`config.mk`:
```
export PLATFORM = sky130hd
export DESIGN_NAME = edpc_top
export DESIGN_NICKNAME = d
export VERILOG_FILES = /design/src/design/edpc_pkg.sv /design/src/design/edpc_pulse_gen.sv /design/src/design/edpc_top.sv
export VERILOG_INCLUDE_DIRS = /design/src /design/src/design
export SDC_FILE = /design/constraint.sdc
export NUM_CORES = 1
export LEC_CHECK = 0
export ABC_AREA = 1
export BUFFER_PORTS_ARGS = -buffer_cell sky130_fd_sc_hd__buf_4
export CAP_MARGIN = 0
export CELL_PAD_IN_SITES_DETAIL_PLACEMENT = 0
export CELL_PAD_IN_SITES_GLOBAL_PLACEMENT = 1
export CORE_MARGIN = 2
export CORE_UTILIZATION = 38
export CTS_CLUSTER_DIAMETER = 60
export DETAILED_ROUTE_END_ITERATION = 10
export HOLD_SLACK_MARGIN = 0.05
export PLACE_DENSITY_LB_ADDON = 0.25
export REMOVE_ABC_BUFFERS = 1
export SLEW_MARGIN = 20
export SYNTH_ARGS = -nofsm -noshare
export SYNTH_HDL_FRONTEND = slang
export SYNTH_HIERARCHICAL = 1
export SYNTH_SLANG_ARGS = --single-unit
```
`constraint.sdc`:
```
create_clock -name ref_clk_in -period 4 [get_ports ref_clk_in]
set_clock_uncertainty 0.15 [all_clocks]
set_input_delay 0.4 -clock ref_clk_in [delete_from_list [all_inputs] [get_ports ref_clk_in]]
set_output_delay 0.4 -clock ref_clk_in [all_outputs]
set_load 0.02 [all_outputs]
```
`src/design/edpc_params.svh`:
```
// Constants for the energy detect power control block of one port.
// Assumes a 250 MHz device clock and an APB slave with 32-bit data.
// What this block does
// - Power management acts only while enable bit 15 is set; reset from strap.
// - Bit 14 set (reset 1): power up when data count reaches data threshold.
// - Bit 13 set (reset 1): power down when no line energy is detected.
// - Writing 1 to bit 12 toggles power state; bit clears itself.
// - Manual change ignores both thresholds and the inactivity timer.
// - With bursting enabled (bit 11 reset 0) send 4 detect pulses per power-up that starts with no burst running.
// - With burst disable set, send one detect pulse per power-up that starts with no pulse running.
// - Read-only bit 10 shows 1 powered up, 0 powered down.
// - Bit 9 flags error threshold met; no action; cleared on read.
// - Bit 8 set when data count reaches threshold; cleared on read.
// - Bits 7:4 error threshold, reset 0001, averages line noise.
// - Bits 3:0 data threshold, reset 0001.
// - Event counters reset after about 2 seconds without data events.
// - Register sits at management address 1Dh.
`ifndef EDPC_PARAMS_SVH
`define EDPC_PARAMS_SVH

`define EDPC_ADDR_EDCS        32'h0000_0074
`define EDPC_MGMT_ADDR        5'h1d
`define EDPC_BIT_ENABLE       15
`define EDPC_BIT_AUTO_UP      14
`define EDPC_BIT_AUTO_DOWN    13
`define EDPC_BIT_MANUAL       12
`define EDPC_BIT_BURST_DIS    11
`define EDPC_BIT_PWR_STATE    10
`define EDPC_BIT_ERR_MET      9
`define EDPC_BIT_DATA_MET     8
`define EDPC_ERR_THR_LSB      4
`define EDPC_DATA_THR_LSB     0
`define EDPC_RST_AUTO_UP      1'b1
`define EDPC_RST_AUTO_DOWN    1'b1
`define EDPC_RST_BURST_DIS    1'b0
`define EDPC_RST_ERR_THR      4'h1
`define EDPC_RST_DATA_THR     4'h1
`define EDPC_CLK_MHZ          250
`define EDPC_IDLE_MS          2000
`define EDPC_BURST_PULSES     3'h4
`define EDPC_PULSE_HIGH_CYC   8'h19
`define EDPC_PULSE_GAP_CYC    8'hfa

`endif

```
`src/design/edpc_pkg.sv`:
```
// Types shared by the energy detect power control files.
// Assumes the constants header is compiled alongside.
package edpc_pkg;
  typedef enum logic [1:0] {
    EDPC_P_IDLE,
    EDPC_P_HIGH,
    EDPC_P_GAP
  } edpc_pulse_e;
endpackage : edpc_pkg

```
`src/design/edpc_pulse_gen.sv`:
```
// Detect pulse generator: sends one or four pulses per start request taken while idle.
// Assumes start is a one-cycle pulse on the device clock.
`timescale 1ns/1ps
`include "edpc_params.svh"
module edpc_pulse_gen (
  input  wire logic ref_clk_in,
  input  wire logic rst_n_in,
  input  wire logic start_in,
  input  wire logic single_in,
  output logic      pulse_out,
  output logic      busy_out
);
  edpc_pkg::edpc_pulse_e state;
  logic [2:0]            left;
  logic [7:0]            cnt;

  ////////////////////////////////////////////////////////////////////////////
  // Pulse sequencer; a new start while busy is dropped, at most one burst at a time
  always_ff @(posedge ref_clk_in) begin
    if (!rst_n_in) begin
      state <= edpc_pkg::EDPC_P_IDLE;
      left  <= 3'h0;
      cnt   <= 8'h00;
    end else begin
      unique case (state)
        edpc_pkg::EDPC_P_IDLE: begin
          if (start_in) begin
            left  <= single_in ? 3'h1 : `EDPC_BURST_PULSES;
            cnt   <= 8'h00;
            state <= edpc_pkg::EDPC_P_HIGH;
          end
        end
        edpc_pkg::EDPC_P_HIGH: begin
          if (cnt == `EDPC_PULSE_HIGH_CYC - 8'h01) begin
            cnt   <= 8'h00;
            left  <= left - 3'h1;
            state <= edpc_pkg::EDPC_P_GAP;
          end else begin
            cnt <= cnt + 8'h01;
          end
        end
        edpc_pkg::EDPC_P_GAP: begin
          if (left == 3'h0) begin
            state <= edpc_pkg::EDPC_P_IDLE;
          end else if (cnt == `EDPC_PULSE_GAP_CYC - 8'h01) begin
            cnt   <= 8'h00;
            state <= edpc_pkg::EDPC_P_HIGH;
          end else begin
            cnt <= cnt + 8'h01;
          end
        end
      endcase
    end
  end

  // Output pulse registered so it is glitch free toward the line driver
  always_ff @(posedge ref_clk_in) begin
    if (!rst_n_in) begin
      pulse_out <= 1'b0;
    end else begin
      pulse_out <= (state == edpc_pkg::EDPC_P_HIGH);
    end
  end

  assign busy_out = (state != edpc_pkg::EDPC_P_IDLE);
endmodule : edpc_pulse_gen

```
`src/design/edpc_top.sv`:
```
// Energy detect power control for one port with its APB control register.
// Assumes line events arrive as one-cycle pulses synchronous to ref_clk_in.
`timescale 1ns/1ps
`include "edpc_params.svh"
module edpc_top #(
  parameter int unsigned IDLE_CYCLES = `EDPC_CLK_MHZ * 1000 * `EDPC_IDLE_MS
) (
  input  wire logic        ref_clk_in,
  input  wire logic        rst_n_in,
  input  wire logic        enable_strap_in,
  input  wire logic        psel_in,
  input  wire logic        penable_in,
  input  wire logic        pwrite_in,
  input  wire logic [31:0] paddr_in,
  input  wire logic [31:0] pwdata_in,
  input  wire logic [3:0]  pstrb_in,
  output logic      [31:0] prdata_out,
  output logic             pready_out,
  output logic             pslverr_out,
  input  wire logic        data_event_in,
  input  wire logic        error_event_in,
  input  wire logic        energy_present_in,
  output logic             power_up_out,
  output logic             detect_pulse_out
);
  logic        edet_enable;
  logic        auto_power_up;
  logic        auto_power_down;
  logic        pulse_burst_disable;
  logic        power_state_flag;
  logic        error_threshold_met;
  logic        data_threshold_met;
  logic [3:0]  error_threshold;
  logic [3:0]  data_threshold;
  logic [3:0]  data_count;
  logic [3:0]  error_count;
  logic [31:0] idle_count;
  logic        strap_pending;
  logic        access;
  logic        hit;
  logic        wr_hit;
  logic        rd_hit;
  logic        manual_power_toggle;
  logic        idle_expired;
  logic [3:0]  next_data_count;
  logic [3:0]  next_error_count;
  logic        data_reach;
  logic        error_reach;
  logic        auto_up;
  logic        auto_down;
  logic        go_up;
  logic        go_down;
  logic        pulse_busy;

  ////////////////////////////////////////////////////////////////////////////
  // APB decode: zero wait states, unmapped addresses answer with pslverr
  assign access     = psel_in && penable_in;
  assign hit        = (paddr_in == `EDPC_ADDR_EDCS);
  assign wr_hit     = access && pwrite_in && hit;
  assign rd_hit     = access && !pwrite_in && hit;
  assign pready_out = 1'b1;
  assign pslverr_out = access && !hit;

  // Manual toggle is a write-one pulse; the bit never holds a 1
  assign manual_power_toggle = wr_hit && pstrb_in[1] && pwdata_in[`EDPC_BIT_MANUAL];

  ////////////////////////////////////////////////////////////////////////////
  // Enable is caught from the strap on the first clock after reset release
  always_ff @(posedge ref_clk_in) begin
    if (!rst_n_in) begin
      strap_pending <= 1'b1;
      edet_enable   <= 1'b0;
    end else if (strap_pending) begin
      strap_pending <= 1'b0;
      edet_enable   <= enable_strap_in;
    end else if (wr_hit && pstrb_in[1]) begin
      edet_enable   <= pwdata_in[`EDPC_BIT_ENABLE];
    end
  end

  // Control fields in the low and high byte lanes
  always_ff @(posedge ref_clk_in) begin
    if (!rst_n_in) begin
      auto_power_up       <= `EDPC_RST_AUTO_UP;
      auto_power_down     <= `EDPC_RST_AUTO_DOWN;
      pulse_burst_disable <= `EDPC_RST_BURST_DIS;
      error_threshold     <= `EDPC_RST_ERR_THR;
      data_threshold      <= `EDPC_RST_DATA_THR;
    end else if (wr_hit) begin
      if (pstrb_in[1]) begin
        auto_power_up       <= pwdata_in[`EDPC_BIT_AUTO_UP];
        auto_power_down     <= pwdata_in[`EDPC_BIT_AUTO_DOWN];
        pulse_burst_disable <= pwdata_in[`EDPC_BIT_BURST_DIS];
      end
      if (pstrb_in[0]) begin
        error_threshold <= pwdata_in[`EDPC_ERR_THR_LSB +: 4];
        data_threshold  <= pwdata_in[`EDPC_DATA_THR_LSB +: 4];
      end
    end
  end

  ////////////////////////////////////////////////////////////////////////////
  // Inactivity timer: restarts on every data event
  assign idle_expired = (idle_count >= IDLE_CYCLES - 1);

  always_ff @(posedge ref_clk_in) begin
    if (!rst_n_in) begin
      idle_count <= 32'h0000_0000;
    end else if (data_event_in || idle_expired) begin
      idle_count <= 32'h0000_0000;
    end else begin
      idle_count <= idle_count + 32'h0000_0001;
    end
  end

  // Saturating event counts with the compare done on the incremented value
  always_comb begin
    next_data_count  = data_count;
    next_error_count = error_count;
    if (data_event_in && data_count != 4'hf) begin
      next_data_count = data_count + 4'h1;
    end
    if (error_event_in && error_count != 4'hf) begin
      next_error_count = error_count + 4'h1;
    end
  end

  // A zero threshold never fires, otherwise every event would trigger
  assign data_reach  = data_event_in && (data_threshold != 4'h0) &&
                       (next_data_count >= data_threshold);
  assign error_reach = error_event_in && (error_threshold != 4'h0) &&
                       (next_error_count >= error_threshold);

  // Counters restart after a long quiet spell or once a threshold acts
  always_ff @(posedge ref_clk_in) begin
    if (!rst_n_in) begin
      data_count  <= 4'h0;
      error_count <= 4'h0;
    end else if (idle_expired && !data_event_in) begin
      data_count  <= 4'h0;
      error_count <= 4'h0;
    end else begin
      data_count  <= data_reach ? 4'h0 : next_data_count;
      error_count <= error_reach ? 4'h0 : next_error_count;
    end
  end

  ////////////////////////////////////////////////////////////////////////////
  // Sticky flags: set in the reaching cycle, set wins over read clear
  always_ff @(posedge ref_clk_in) begin
    if (!rst_n_in) begin
      data_threshold_met  <= 1'b0;
      error_threshold_met <= 1'b0;
    end else begin
      if (data_reach) begin
        data_threshold_met <= 1'b1;
      end else if (rd_hit) begin
        data_threshold_met <= 1'b0;
      end
      if (error_reach) begin
        error_threshold_met <= 1'b1;
      end else if (rd_hit) begin
        error_threshold_met <= 1'b0;
      end
    end
  end

  ////////////////////////////////////////////////////////////////////////////
  // Power state machine; error threshold deliberately drives nothing here
  assign auto_up   = auto_power_up && data_reach && !power_state_flag;
  assign auto_down = auto_power_down && !energy_present_in && power_state_flag;
  assign go_up     = edet_enable && !power_state_flag &&
                     (manual_power_toggle || auto_up);
  assign go_down   = edet_enable && power_state_flag &&
                     (manual_power_toggle || auto_down);

  // Starts powered up so a port with the feature off behaves normally
  always_ff @(posedge ref_clk_in) begin
    if (!rst_n_in) begin
      power_state_flag <= 1'b1;
    end else if (!edet_enable) begin
      power_state_flag <= 1'b1;
    end else if (go_up) begin
      power_state_flag <= 1'b1;
    end else if (go_down) begin
      power_state_flag <= 1'b0;
    end
  end

  assign power_up_out = power_state_flag;

  // Burst or single detect pulse on each go_up that finds the generator idle
  edpc_pulse_gen edpc_pulse_gen_inst (
    .ref_clk_in (ref_clk_in),
    .rst_n_in   (rst_n_in),
    .start_in   (go_up),
    .single_in  (pulse_burst_disable),
    .pulse_out  (detect_pulse_out),
    .busy_out   (pulse_busy)
  );

  ////////////////////////////////////////////////////////////////////////////
  // Read data registered; sampled in setup so it is valid in the access cycle
  always_ff @(posedge ref_clk_in) begin
    if (!rst_n_in) begin
      prdata_out <= 32'h0000_0000;
    end else if (psel_in && !penable_in && !pwrite_in && paddr_in == `EDPC_ADDR_EDCS) begin
      prdata_out <= {16'h0000,
                     edet_enable, auto_power_up, auto_power_down, 1'b0,
                     pulse_burst_disable, power_state_flag,
                     error_threshold_met, data_threshold_met,
                     error_threshold, data_threshold};
    end else if (!psel_in) begin
      prdata_out <= 32'h0000_0000;
    end
  end
endmodule : edpc_top

```
==> results of run 1 <==
[cell type report]
type	count	share of cell area, %
clock buffers	9	3.98
flip-flops and latches	85	30.1
well taps	168	3.72
clock inverters	7	1.42
repair buffers	73	9.70
inverters	83	5.56
multi-input cells	477	45.5
[worst paths after layout]
kind	to	cells past startpoint	startpoint	slack, ns
worst min register to register	error_threshold_met$_SDFFE_PN0P_	2	error_threshold_met$_SDFFE_PN0P_	0.32
worst max-delay path	edpc_pulse_gen_inst/cnt[1]$_SDFFE_PN0P_	20	data_count[0]$_SDFF_PP0_	0.74
worst min-delay path	auto_power_up$_SDFFE_PN1P_	3	pwdata_in[14]	0.12
worst max register to register	edpc_pulse_gen_inst/cnt[1]$_SDFFE_PN0P_	20	data_count[0]$_SDFF_PP0_	0.74
[cells by family (layout without fill, tap and decap cells)]
group,count (synthesis),in the layout,share of synthesized area (%)
AND/OR/NAND/NOR,344,344,34.4
buffers and inverters,113,172,11.3
flip-flops,85,85,35.9
AO/OA/AOI/OAI,63,63,7.63
XOR/XNOR,30,30,5.55
adder cells (fa/ha/maj),19,19,5.02
other,2,21,0.159
[state kept, by name, summed over array words and instances, names as in the netlist]
register,flops
idle_count,32
data_count,4
pulse_burst_disable,1
prdata_out,15
power_up_out,1
error_threshold,4
edpc_pulse_gen_inst/left,3
error_count,4
strap_pending,1
data_threshold_met,1
edpc_pulse_gen_inst/pulse_out,1
edpc_pulse_gen_inst/state,2
auto_power_up,1
data_threshold,4
error_threshold_met,1
edpc_pulse_gen_inst/cnt,8
edet_enable,1
auto_power_down,1
[metrics by stage]
step | power, uW | hold WS, ns | cells | cell area, um2 | utilization, %
2_1_floorplan | 1250 | 0.291 | 645 | 4590 | -
3_3_place_gp | 1370 | 0.301 | 886 | 5350 | 44.1
3_5_place_dp | 1380 | 0.311 | 886 | 5350 | 44.1
4_1_cts | 2260 | 0.104 | 902 | 5650 | 46.7
5_1_grt | 2340 | 0.120 | 902 | 5650 | 46.7
6_report | 2220 | 0.122 | 902 | 5650 | 46.7
[synth_stat cells, drive strengths merged, types with 6 or more instances]
cell type,n
a21oi,33
nand2,151
xnor2,12
o21ai,14
xor2,18
nand4,10
dfxtp,85
a211oi,6
inv,83
nor3,16
ha,19
nand3,45
buf,26
nor2,117
[placed cells by master, fill, tap and decap left out, types with 17 or more instances in the layout]
| cell type | synthesis | routed |
|---|---|---|
| nand2_1 | 134 | 134 |
| conb_1 | 2 | 21 |
| nor2_1 | 96 | 96 |
| ha_1 | 19 | 19 |
| buf_4 | 18 | 73 |
| a21oi_1 | 33 | 33 |
| dfxtp_1 | 85 | 85 |
| nor2_2 | 17 | 17 |
| xor2_1 | 18 | 18 |
| nand3_1 | 39 | 39 |
| inv_1 | 73 | 73 |
[critical path, stage by stage, from the launching register on]
cell and delay [ns]:
dfxtp_1 0.37, ha_1 0.20, nand3_1 0.08, nand2_1 0.14, inv_1 0.05, nand4_1 0.08
xor2_1 0.20, inv_1 0.07, ha_1 0.29, nand2_1 0.05, o21ai_0 0.32, nand3_1 0.15
a21boi_0 0.25, inv_1 0.11, nand2_4 0.12, nand2_4 0.10, inv_4 0.10, nand2_1 0.09
inv_2 0.08, nand3_1 0.07, a21oi_1 0.12
[metal layers]
metal / global-route usage, % / share of wire, % / wire length (um) / up-vias
met5: 0 / 0 / 0 / -
met4: 6.43 / 1.6 / 162 / 0
li1: - / - / - / 2181
met2: 26.9 / 45 / 4660 / 76
met3: 2.67 / 4.6 / 473 / 13
met1: 20.6 / 48 / 4990 / 1811
[power by group through the flow]
stage                     registers (uW)  clock network (uW)  logic, uW
after floorplan                      908                   0        343
after global routing                 892                 919        529
after CTS                            890                 890        477
final                                890                 861        470
after detailed placement             909                   0        473
after global placement               908                   0        464
==> summary.md, run 1 <==
| Metric | Value |
|---|---|
| Outcome | `finished, final reports clean` |
| Fin nets | `about 830` |
| CP Max Fanout | `8` |
| Tcrit/Tclk final | `81.5%` |
| Post-Syn Area | `0.00474 mm2` |
| Post-Syn Area per Cell | `7.22 um2` |
| Via count | `slightly above 4000` |
| Post-synth EDFFs | `0` |
| Top cells by area, synth | `dfxtp_1, nand2_1, nor2_1, inv_1, ha_1` |
| RSZ-0062 raised after global routing | `false` |
| Setup TNS | `0 ns` |
| Critical Path Sink Type | `flip-flop` |
| Die Wd | `approximately 120 um` |
| Post-CTS sizing | `0` |
| CTS tree | `built` |
| Gr ovfl total | `0` |
| Synth Instances | `around 660` |
| Core Area | `0.0121 mm2` |
| Yosys top cell by area | `dfxtp_1` |
| Die area | `0.0134 mm2` |
| Max Cap Viol | `0` |
| Area occupied by multi-input gates | `0.00257 mm2` |
| Sequential Power Share | `between 40 and 50%` |
| Startpoint types | `flip-flop` |
| CTS Buf Count | `9` |
| Dpl hpwl | `7.78 mm` |
| Post-detailed-route wirelength per cell | `11.4 um` |
| Final antenna-violating net count | `0` |
| Sequential cell area fraction in the yosys report | `35.9%` |
| Power share of the clock group | `38.7%` |
| PortBufs | `73` |
| Starting Density | `39.1%` |
| Primary FF master, synth | `dfxtp_1` |
| Worst setup slack after layout | `0.739 ns` |
| Final setup viols | `0` |
| Placement row count | `40` |
| TritonRoute pass-1 iters | `4` |
| Int Pwr | `1540 uW` |
| Pin count of the biggest net entering global routing | `30` |
| NetSw | `681 uW` |
| Comb pwr share | `a little over a fifth` |
| CP Class | `flip-flop to flip-flop` |
| Area grow syn2layout | `19.3%` |
| Hold Vio Cnt, Final | `0` |
| Data arrival time of the critical path | `3.38 ns` |
| Top-area cell type share of the netlist area | `35.9%` |
| Clock Path Buffers | `2` |
| Count of cell types in the netlist | `45` |
| Gr usage total | `between 15 and 20%` |
| CTS hold repair buffers | `0` |
| CTS sink count | `85` |
| Initial antenna violation count | `0` |
| Clk root buf | `clkbuf_16` |
| Initial DRC Count | `150` |
| Max-Slew Margin vs Limit | `40.5%` |
| Switching Share | `30.7%` |
| Worst hold path class | `input pin to flip-flop` |
| Clk Latency, worst-skew pair | `0.34 ns` |
| Fill cells | `1281` |
| Postcts setup bufs | `0` |
| Fraction of layout instances using a drive strength above 1 | `20.7%` |
| Pins Over Slew Limit | `0` |
| Post-place setup slack | `around 0.75 ns` |
| F_max | `0.307 GHz` |
| Vias in the first global route | `3885` |
| Synth warn | `6` |
| Reg clk slew, reported paths | `0.07 ns` |
| First-pass GRT wire length | `17.3 mm` |
| Static leakage power | `0.00237 uW` |
| FF+latch count, synth | `85` |
| Routability cong. | `0.777` |
| Ys async rst share | `0%` |
| Worst slew pin tran | `0.891 ns` |
| Post-layout minimum cycle time | `3.26 ns` |
| Register area | `0.00170 mm2` |
| DRC viols | `0` |
| Via density per instance | `~4.5` |
| Die H | `between 100 and 150 um` |
| Required @ worst endpoint | `~4.1 ns` |
| Boundary pin count | `113` |
| Pwr dens | `393 mW/mm2` |
| Number of diodes | `0` |
| H-Tree Depth | `3` |
| Detailed Route WL | `10.3 mm` |
| Peak VDD IR | `around 280 uV` |
(Power assumes the default switching activity.)
==> run 2, diff against run 1 <==
clock period = 3.4 ns   (was 4 ns; I/O delays follow)
==> run 2 against run 1 <==
Effect of this change: sequential power is 18% higher; die area stayed put; cell area is 0.62% higher; fmax is 8.0% higher; first-iteration DRC count is 5.3% higher; total power is 20% higher; critical path depth stayed put; clock-buffer cell count is 2 higher; worst setup slack worse by 0.36 ns; hold slack worse by 0.058 ns; combinational power is 18% higher; largest power group is now clock.
==> summary.md, run 2 (synthesis results as in run 1) <==
| Metric | Value |
|---|---|
| Dpl hpwl | `7.88 mm (was 7.78 mm)` |
| Core Area | `0.0121 mm2 (unchanged)` |
| Detailed Route WL | `10.3 mm (about the same)` |
| Die area | `0.0134 mm2 (unchanged)` |
| Starting Density | `39.1% (unchanged)` |
| Final antenna-violating net count | `0 (unchanged)` |
| F_max | `0.331 GHz (was 0.307 GHz)` |
| Post-place setup slack | `0.127 ns (was 0.748 ns)` |
| Outcome | `finished, final reports clean (unchanged)` |
| Most frequent cells in the layout | `nand2_1, nor2_1, dfxtp_1, buf_4, inv_1 (was nand2_1, nor2_1, dfxtp_1, inv_1, buf_4)` |
| Worst hold path class | `input pin to flip-flop (unchanged)` |
| TritonRoute pass-1 iters | `4 (unchanged)` |
| Fin nets | `826 (was 825)` |
| Placement row count | `40 (unchanged)` |
| Via density per instance | `4.60 (was 4.52)` |
| Hold Vio Cnt, Final | `0 (unchanged)` |
| CTS sink count | `85 (unchanged)` |
| Commonest non-fill, non-tap cell in the layout | `nand2_1 (unchanged)` |
| Worst hold margin | `0.0634 ns (was 0.122 ns)` |
| Peak VDD IR | `178 uV (was 281 uV)` |
| Die H | `116 um (unchanged)` |
| CTS tree | `built (unchanged)` |
| H-Tree Depth | `3 (unchanged)` |
| Pin count of the biggest net entering global routing | `30 (unchanged)` |
| PortBufs | `73 (unchanged)` |
| Initial antenna violation count | `0 (unchanged)` |
| Tcrit/Tclk final | `88.8% (was 81.5%)` |
| Initial DRC Count | `158 (was 150)` |
| Via count | `4157 (was 4081)` |
| Pwr dens | `469 mW/mm2 (was 393 mW/mm2)` |
| Setup TNS | `0 ns (unchanged)` |
| Max Cap Viol | `0 (unchanged)` |
| Gr ovfl total | `0 (unchanged)` |
| Area grow syn2layout | `20.0% (was 19.3%)` |
| Boundary pin count | `113 (unchanged)` |
| Fraction of layout instances using a drive strength above 1 | `21.0% (was 20.7%)` |
| Largest regs | `idle_count (32), prdata_out (15), edpc_pulse_gen_inst/cnt (8) (unchanged)` |
| Post-layout minimum cycle time | `3.02 ns (was 3.26 ns)` |
| Clock Path Buffers | `2 (unchanged)` |
| First-pass GRT wire length | `17.3 mm (about the same)` |
| CP Class | `flip-flop to flip-flop (unchanged)` |
| Post-detailed-route wirelength per cell | `11.5 um (was 11.4 um)` |
| Fin util | `47.0% (was 46.7%)` |
| Critical Path Sink Type | `flip-flop (unchanged)` |
| Startpoint types | `flip-flop (unchanged)` |
| Required @ worst endpoint | `3.52 ns (was 4.12 ns)` |
| Die Wd | `116 um (unchanged)` |
| CTS Buf Count | `9 (unchanged)` |
| Vias in the first global route | `3913 (was 3885)` |
| Clk Latency, worst-skew pair | `0.34 ns (about the same)` |
| Number of diodes | `0 (unchanged)` |
| Cells on worst reg2reg path | `20 (unchanged)` |
| RSZ-0062 raised after global routing | `false (unchanged)` |
| Pins Over Slew Limit | `0 (unchanged)` |
| Max reg flops | `32 (unchanged)` |
| Final setup viols | `0 (unchanged)` |
| Gr usage total | `16.1% (was 16.0%)` |
| Worst hold stages | `3 (unchanged)` |
| DRC viols | `0 (unchanged)` |
| Worst setup slack after layout | `0.380 ns (was 0.739 ns)` |
| Static leakage power | `0.00238 uW (was 0.00237 uW)` |
| Data arrival time of the critical path | `3.14 ns (was 3.38 ns)` |
| CP Max Fanout | `8 (unchanged)` |
| Clk root buf | `clkbuf_16 (unchanged)` |
| Largest reg by FF count | `idle_count (unchanged)` |
| Routability cong. | `0.779 (was 0.777)` |
| Reg clk slew, reported paths | `0.07 ns (about the same)` |
==> run 2: path summary, 6_finish.rpt <==
kind,start,to,slack [ns]
worst max-delay path,data_count[0]$_SDFF_PP0_,edpc_pulse_gen_inst/cnt[5]$_SDFFE_PN0P_,0.38
worst min-delay path,pwdata_in[0],data_threshold[0]$_SDFFE_PN1P_,0.06
worst max register to register,data_count[0]$_SDFF_PP0_,edpc_pulse_gen_inst/cnt[5]$_SDFFE_PN0P_,0.38
worst min register to register,error_threshold_met$_SDFFE_PN0P_,prdata_out[9]$_SDFFE_PN0P_,0.32
==> run 2: per-stage QoR <==
step	cells	power (uW)	cell area, um2
after CTS	903	2700	5680
after global routing	903	2810	5690
final	903	2670	5690
after floorplan	645	1470	4590
after global placement	887	1610	5350
after detailed placement	887	1620	5350
==> run 2: metal layers <==
| layer | GRT usage (%) | routed length (um) | vias up | share of wire (%) |
|---|---|---|---|---|
| met5 | 0 | 0 | - | 0 |
| met4 | 5.56 | 121 | 0 | 1.2 |
| li1 | - | - | 2179 | - |
| met1 | 20.4 | 4860 | 1885 | 47 |
| met2 | 27.4 | 4800 | 84 | 46 |
| met3 | 2.98 | 565 | 9 | 5.5 |
==> run 2: cell type report <==
type	count	area [um2]
clock buffers	11	243
flip-flops and latches	85	1700
fillers	1274	6420
repair buffers	74	556
well taps	168	210
inverters	83	314
clock inverters	5	83.8
multi-input cells	477	2580
==> run 2: timing repair <==
action,4_1_cts,5_1_grt
endpoints found under the setup margin,0,8
hold buffers,0,0
setup buffers,0,0
gates resized for setup,0,4
==> run 2: power breakdown <==
group          switching (uW)  internal (uW)  total (uW)
sequential               18.4           1030        1050
clock                     400            665        1070
combinational             353            203         556
total                     772           1900        2670
==> run 2: worst max-delay path, cell delays in order (launching register included) <==
cell      delay, ns
dfxtp_1        0.33
ha_1           0.23
nand3_1        0.11
nand2_2        0.08
inv_1          0.06
nand4_1        0.09
xor2_1         0.22
inv_1          0.07
ha_1           0.29
nand2_1        0.06
o21ai_2        0.18
nand3_1        0.12
a21boi_1       0.18
inv_1          0.09
nand2_4        0.11
nand2_4        0.10
inv_4          0.10
nand2_1        0.08
inv_2          0.08
nand3_1        0.09
a21oi_1        0.13
==> run 3, diff against run 2 <==
CELL_PAD_IN_SITES_DETAIL_PLACEMENT = 2   (was 0)
CELL_PAD_IN_SITES_GLOBAL_PLACEMENT = 2   (was 1)
CORE_UTILIZATION = 30   (was 38)
==> run 3 against run 2 <==
Effect of this change: fmax up 1.3%; wire length up 31%; via count rose by 4.5%; critical path type unchanged; total power is 0.31% lower.
==> summary.md, run 3 (synthesis results as in run 1) <==
| Metric | Value |
|---|---|
| Outcome | `finished, final reports clean (unchanged)` |
| Commonest non-fill, non-tap cell in the layout | `nand2_1 (unchanged)` |
| First-pass GRT wire length | `22.8 mm (was 17.3 mm)` |
| Die area | `0.0168 mm2 (was 0.0134 mm2)` |
| Max reg flops | `32 (unchanged)` |
| Peak VDD IR | `252 uV (was 178 uV)` |
| Die H | `130 um (was 116 um)` |
| Tcrit/Tclk final | `87.7% (was 88.8%)` |
| RSZ-0062 raised after global routing | `false (unchanged)` |
| Data arrival time of the critical path | `3.10 ns (was 3.14 ns)` |
| Dpl hpwl | `10.6 mm (was 7.88 mm)` |
| CP top delay family | `simple AND/OR/NAND/NOR gates (unchanged)` |
| Required @ worst endpoint | `3.52 ns (about the same)` |
| CTS Buf Count | `9 (unchanged)` |
| Total power | `2660 uW (was 2670 uW)` |
| Largest reg by FF count | `idle_count (unchanged)` |
| Final antenna-violating net count | `0 (unchanged)` |
| Pwr dens | `462 mW/mm2 (was 469 mW/mm2)` |
| Area grow syn2layout | `21.6% (was 20.0%)` |
| Clk root buf | `clkbuf_16 (unchanged)` |
| Worst slew pin tran | `0.551 ns` |
| Static leakage power | `0.00239 uW (was 0.00238 uW)` |
| Worst hold path class | `input pin to flip-flop (unchanged)` |
| Critical Path Sink Type | `flip-flop (unchanged)` |
| Starting Density | `30.9% (was 39.1%)` |
| Max Cap Viol | `0 (unchanged)` |
| Pins Over Slew Limit | `0 (unchanged)` |
| Post-layout minimum cycle time | `2.98 ns (was 3.02 ns)` |
| Post-place setup slack | `0.133 ns (was 0.127 ns)` |
| Pin count of the biggest net entering global routing | `30 (unchanged)` |
| TritonRoute pass-1 iters | `4 (unchanged)` |
| Clk Latency, worst-skew pair | `0.35 ns (was 0.34 ns)` |
| Reg clk slew, reported paths | `0.07 ns (about the same)` |
| Boundary pin count | `113 (unchanged)` |
| Buf/Inv on CP | `5 (unchanged)` |
| Placement row count | `45 (was 40)` |
| Most frequent cells in the layout | `nand2_1, nor2_1, dfxtp_1, buf_4, inv_1 (unchanged)` |
| Routability cong. | `0.791 (was 0.779)` |
| Max-Slew Margin vs Limit | `63.0%` |
| Worst setup slack after layout | `0.418 ns (was 0.380 ns)` |
| R2R setup slack | `0.42 ns (was 0.38 ns)` |
| Die Wd | `130 um (was 116 um)` |
| Setup TNS | `0 ns (unchanged)` |
| Via count | `4346 (was 4157)` |
| Gr usage total | `17.0% (was 16.1%)` |
| Gr ovfl total | `0 (unchanged)` |
| Clock Path Buffers | `2 (unchanged)` |
| Initial DRC Count | `154 (was 158)` |
| CP Max Fanout | `8 (unchanged)` |
| Number of diodes | `0 (unchanged)` |
| PortBufs | `73 (unchanged)` |
| Core Area | `0.0153 mm2 (was 0.0121 mm2)` |
| Worst hold margin | `0.0658 ns (was 0.0634 ns)` |
| H-Tree Depth | `3 (unchanged)` |
| Hold Vio Cnt, Final | `0 (unchanged)` |
| Cell Chain, Critical Path | `ha_2 -> nand3_1 -> nand2_2 -> inv_1 -> nand4_1 -> xor2_1 -> inv_1 -> ha_1 -> nand2_1 -> o21ai_2 -> nand3_1 -> a21boi_1 -> inv_1 -> nand2_4 -> nand2_4 -> inv_4 -> nand2_1 -> inv_2 -> nand3_1 -> a21oi_1 (was ha_1 -> nand3_1 -> nand2_2 -> inv_1 -> nand4_1 -> xor2_1 -> inv_1 -> ha_1 -> nand2_1 -> o21ai_2 -> nand3_1 -> a21boi_1 -> inv_1 -> nand2_4 -> nand2_4 -> inv_4 -> nand2_1 -> inv_2 -> nand3_1 -> a21oi_1)` |
| Max incr delay on CP | `0.37 ns (was 0.33 ns)` |
| Initial antenna violation count | `0 (unchanged)` |
| Critical path's slowest cell | `dfxtp_1 (unchanged)` |
| Vias in the first global route | `4864 (was 3913)` |
| Final setup viols | `0 (unchanged)` |
| CTS tree | `built (unchanged)` |
| Fin util | `37.6% (was 47.0%)` |
| Largest regs | `idle_count (32), prdata_out (15), edpc_pulse_gen_inst/cnt (8) (unchanged)` |
| CTS sink count | `85 (unchanged)` |
| Startpoint types | `flip-flop (unchanged)` |
| Post-detailed-route wirelength per cell | `14.3 um (was 11.5 um)` |
| Fin nets | `830 (was 826)` |
| F_max | `0.335 GHz (was 0.331 GHz)` |
| Via density per instance | `4.57 (was 4.60)` |
| Detailed Route WL | `13.6 mm (was 10.3 mm)` |
| DRC viols | `0 (unchanged)` |
| CP Class | `flip-flop to flip-flop (unchanged)` |
| Fraction of layout instances using a drive strength above 1 | `21.4% (was 21.0%)` |
run 3: cell count changes in the layout (fill, tap and decap cells not counted):
cell | previous run | this run
buf_4 | 74 | 75
dlygate4sd3_1 | 0 | 3
ha_1 | 19 | 18
ha_2 | 0 | 1
inv_6 | 0 | 3
clkbuf_1 | 1 | 0
dfxtp_1 | 85 | 84
dfxtp_2 | 0 | 1
bufinv_16 | 2 | 1
clkbuf_8 | 1 | 0
run 3: layout make-up:
cell class	count	area, um2
Clock buffer	9	225
Clock inverter	7	80.1
Fill cell	1832	9550
Inverter	83	314
Multi-Input combinational cell	477	2580
Sequential cell	85	1700
Tap cell	211	264
Timing Repair Buffer	78	593
run 3: worst paths after layout:
check,start,cells past startpoint,to
setup / recovery,data_count[1]$_SDFF_PP0_,20,edpc_pulse_gen_inst/cnt[5]$_SDFFE_PN0P_
hold / removal,pwdata_in[14],3,auto_power_up$_SDFFE_PN1P_
setup reg to reg,data_count[1]$_SDFF_PP0_,20,edpc_pulse_gen_inst/cnt[5]$_SDFFE_PN0P_
hold reg to reg,auto_power_down$_SDFFE_PN1P_,2,prdata_out[13]$_SDFFE_PN0P_
run 3: metal layers:
metal  global-route usage (%)  vias up  wire length [um]
met4                     4.93        0               155
met3                     3.22        9               476
met1                     19.6     2089              5880
li1                         -     2181                 -
met5                        0        -                 0
met2                     31.8       67              7080
run 3: power by group:
part / switching (uW) / internal, uW
registers: 19.3 / 1030
clock network: 445 / 579
logic: 381 / 208
run 3: tightest hold or removal path, stage by stage:
cell and delay [ns]:
buf_4 0.08, nand2_1 0.06, nand3_1 0.06
run 3: repair_timing:
item	4_1_cts	5_1_grt
setup buffers	0	0
resized for setup	0	6
hold endpoints to repair	3	0
setup endpoints to repair	0	10
hold buffers	3	0
run 3: through the flow:
stage	cells	area, um2
final	950	5760
after CTS	950	5750
after detailed placement	931	5420
after global routing	950	5760
after floorplan	645	4590
after global placement	931	5420
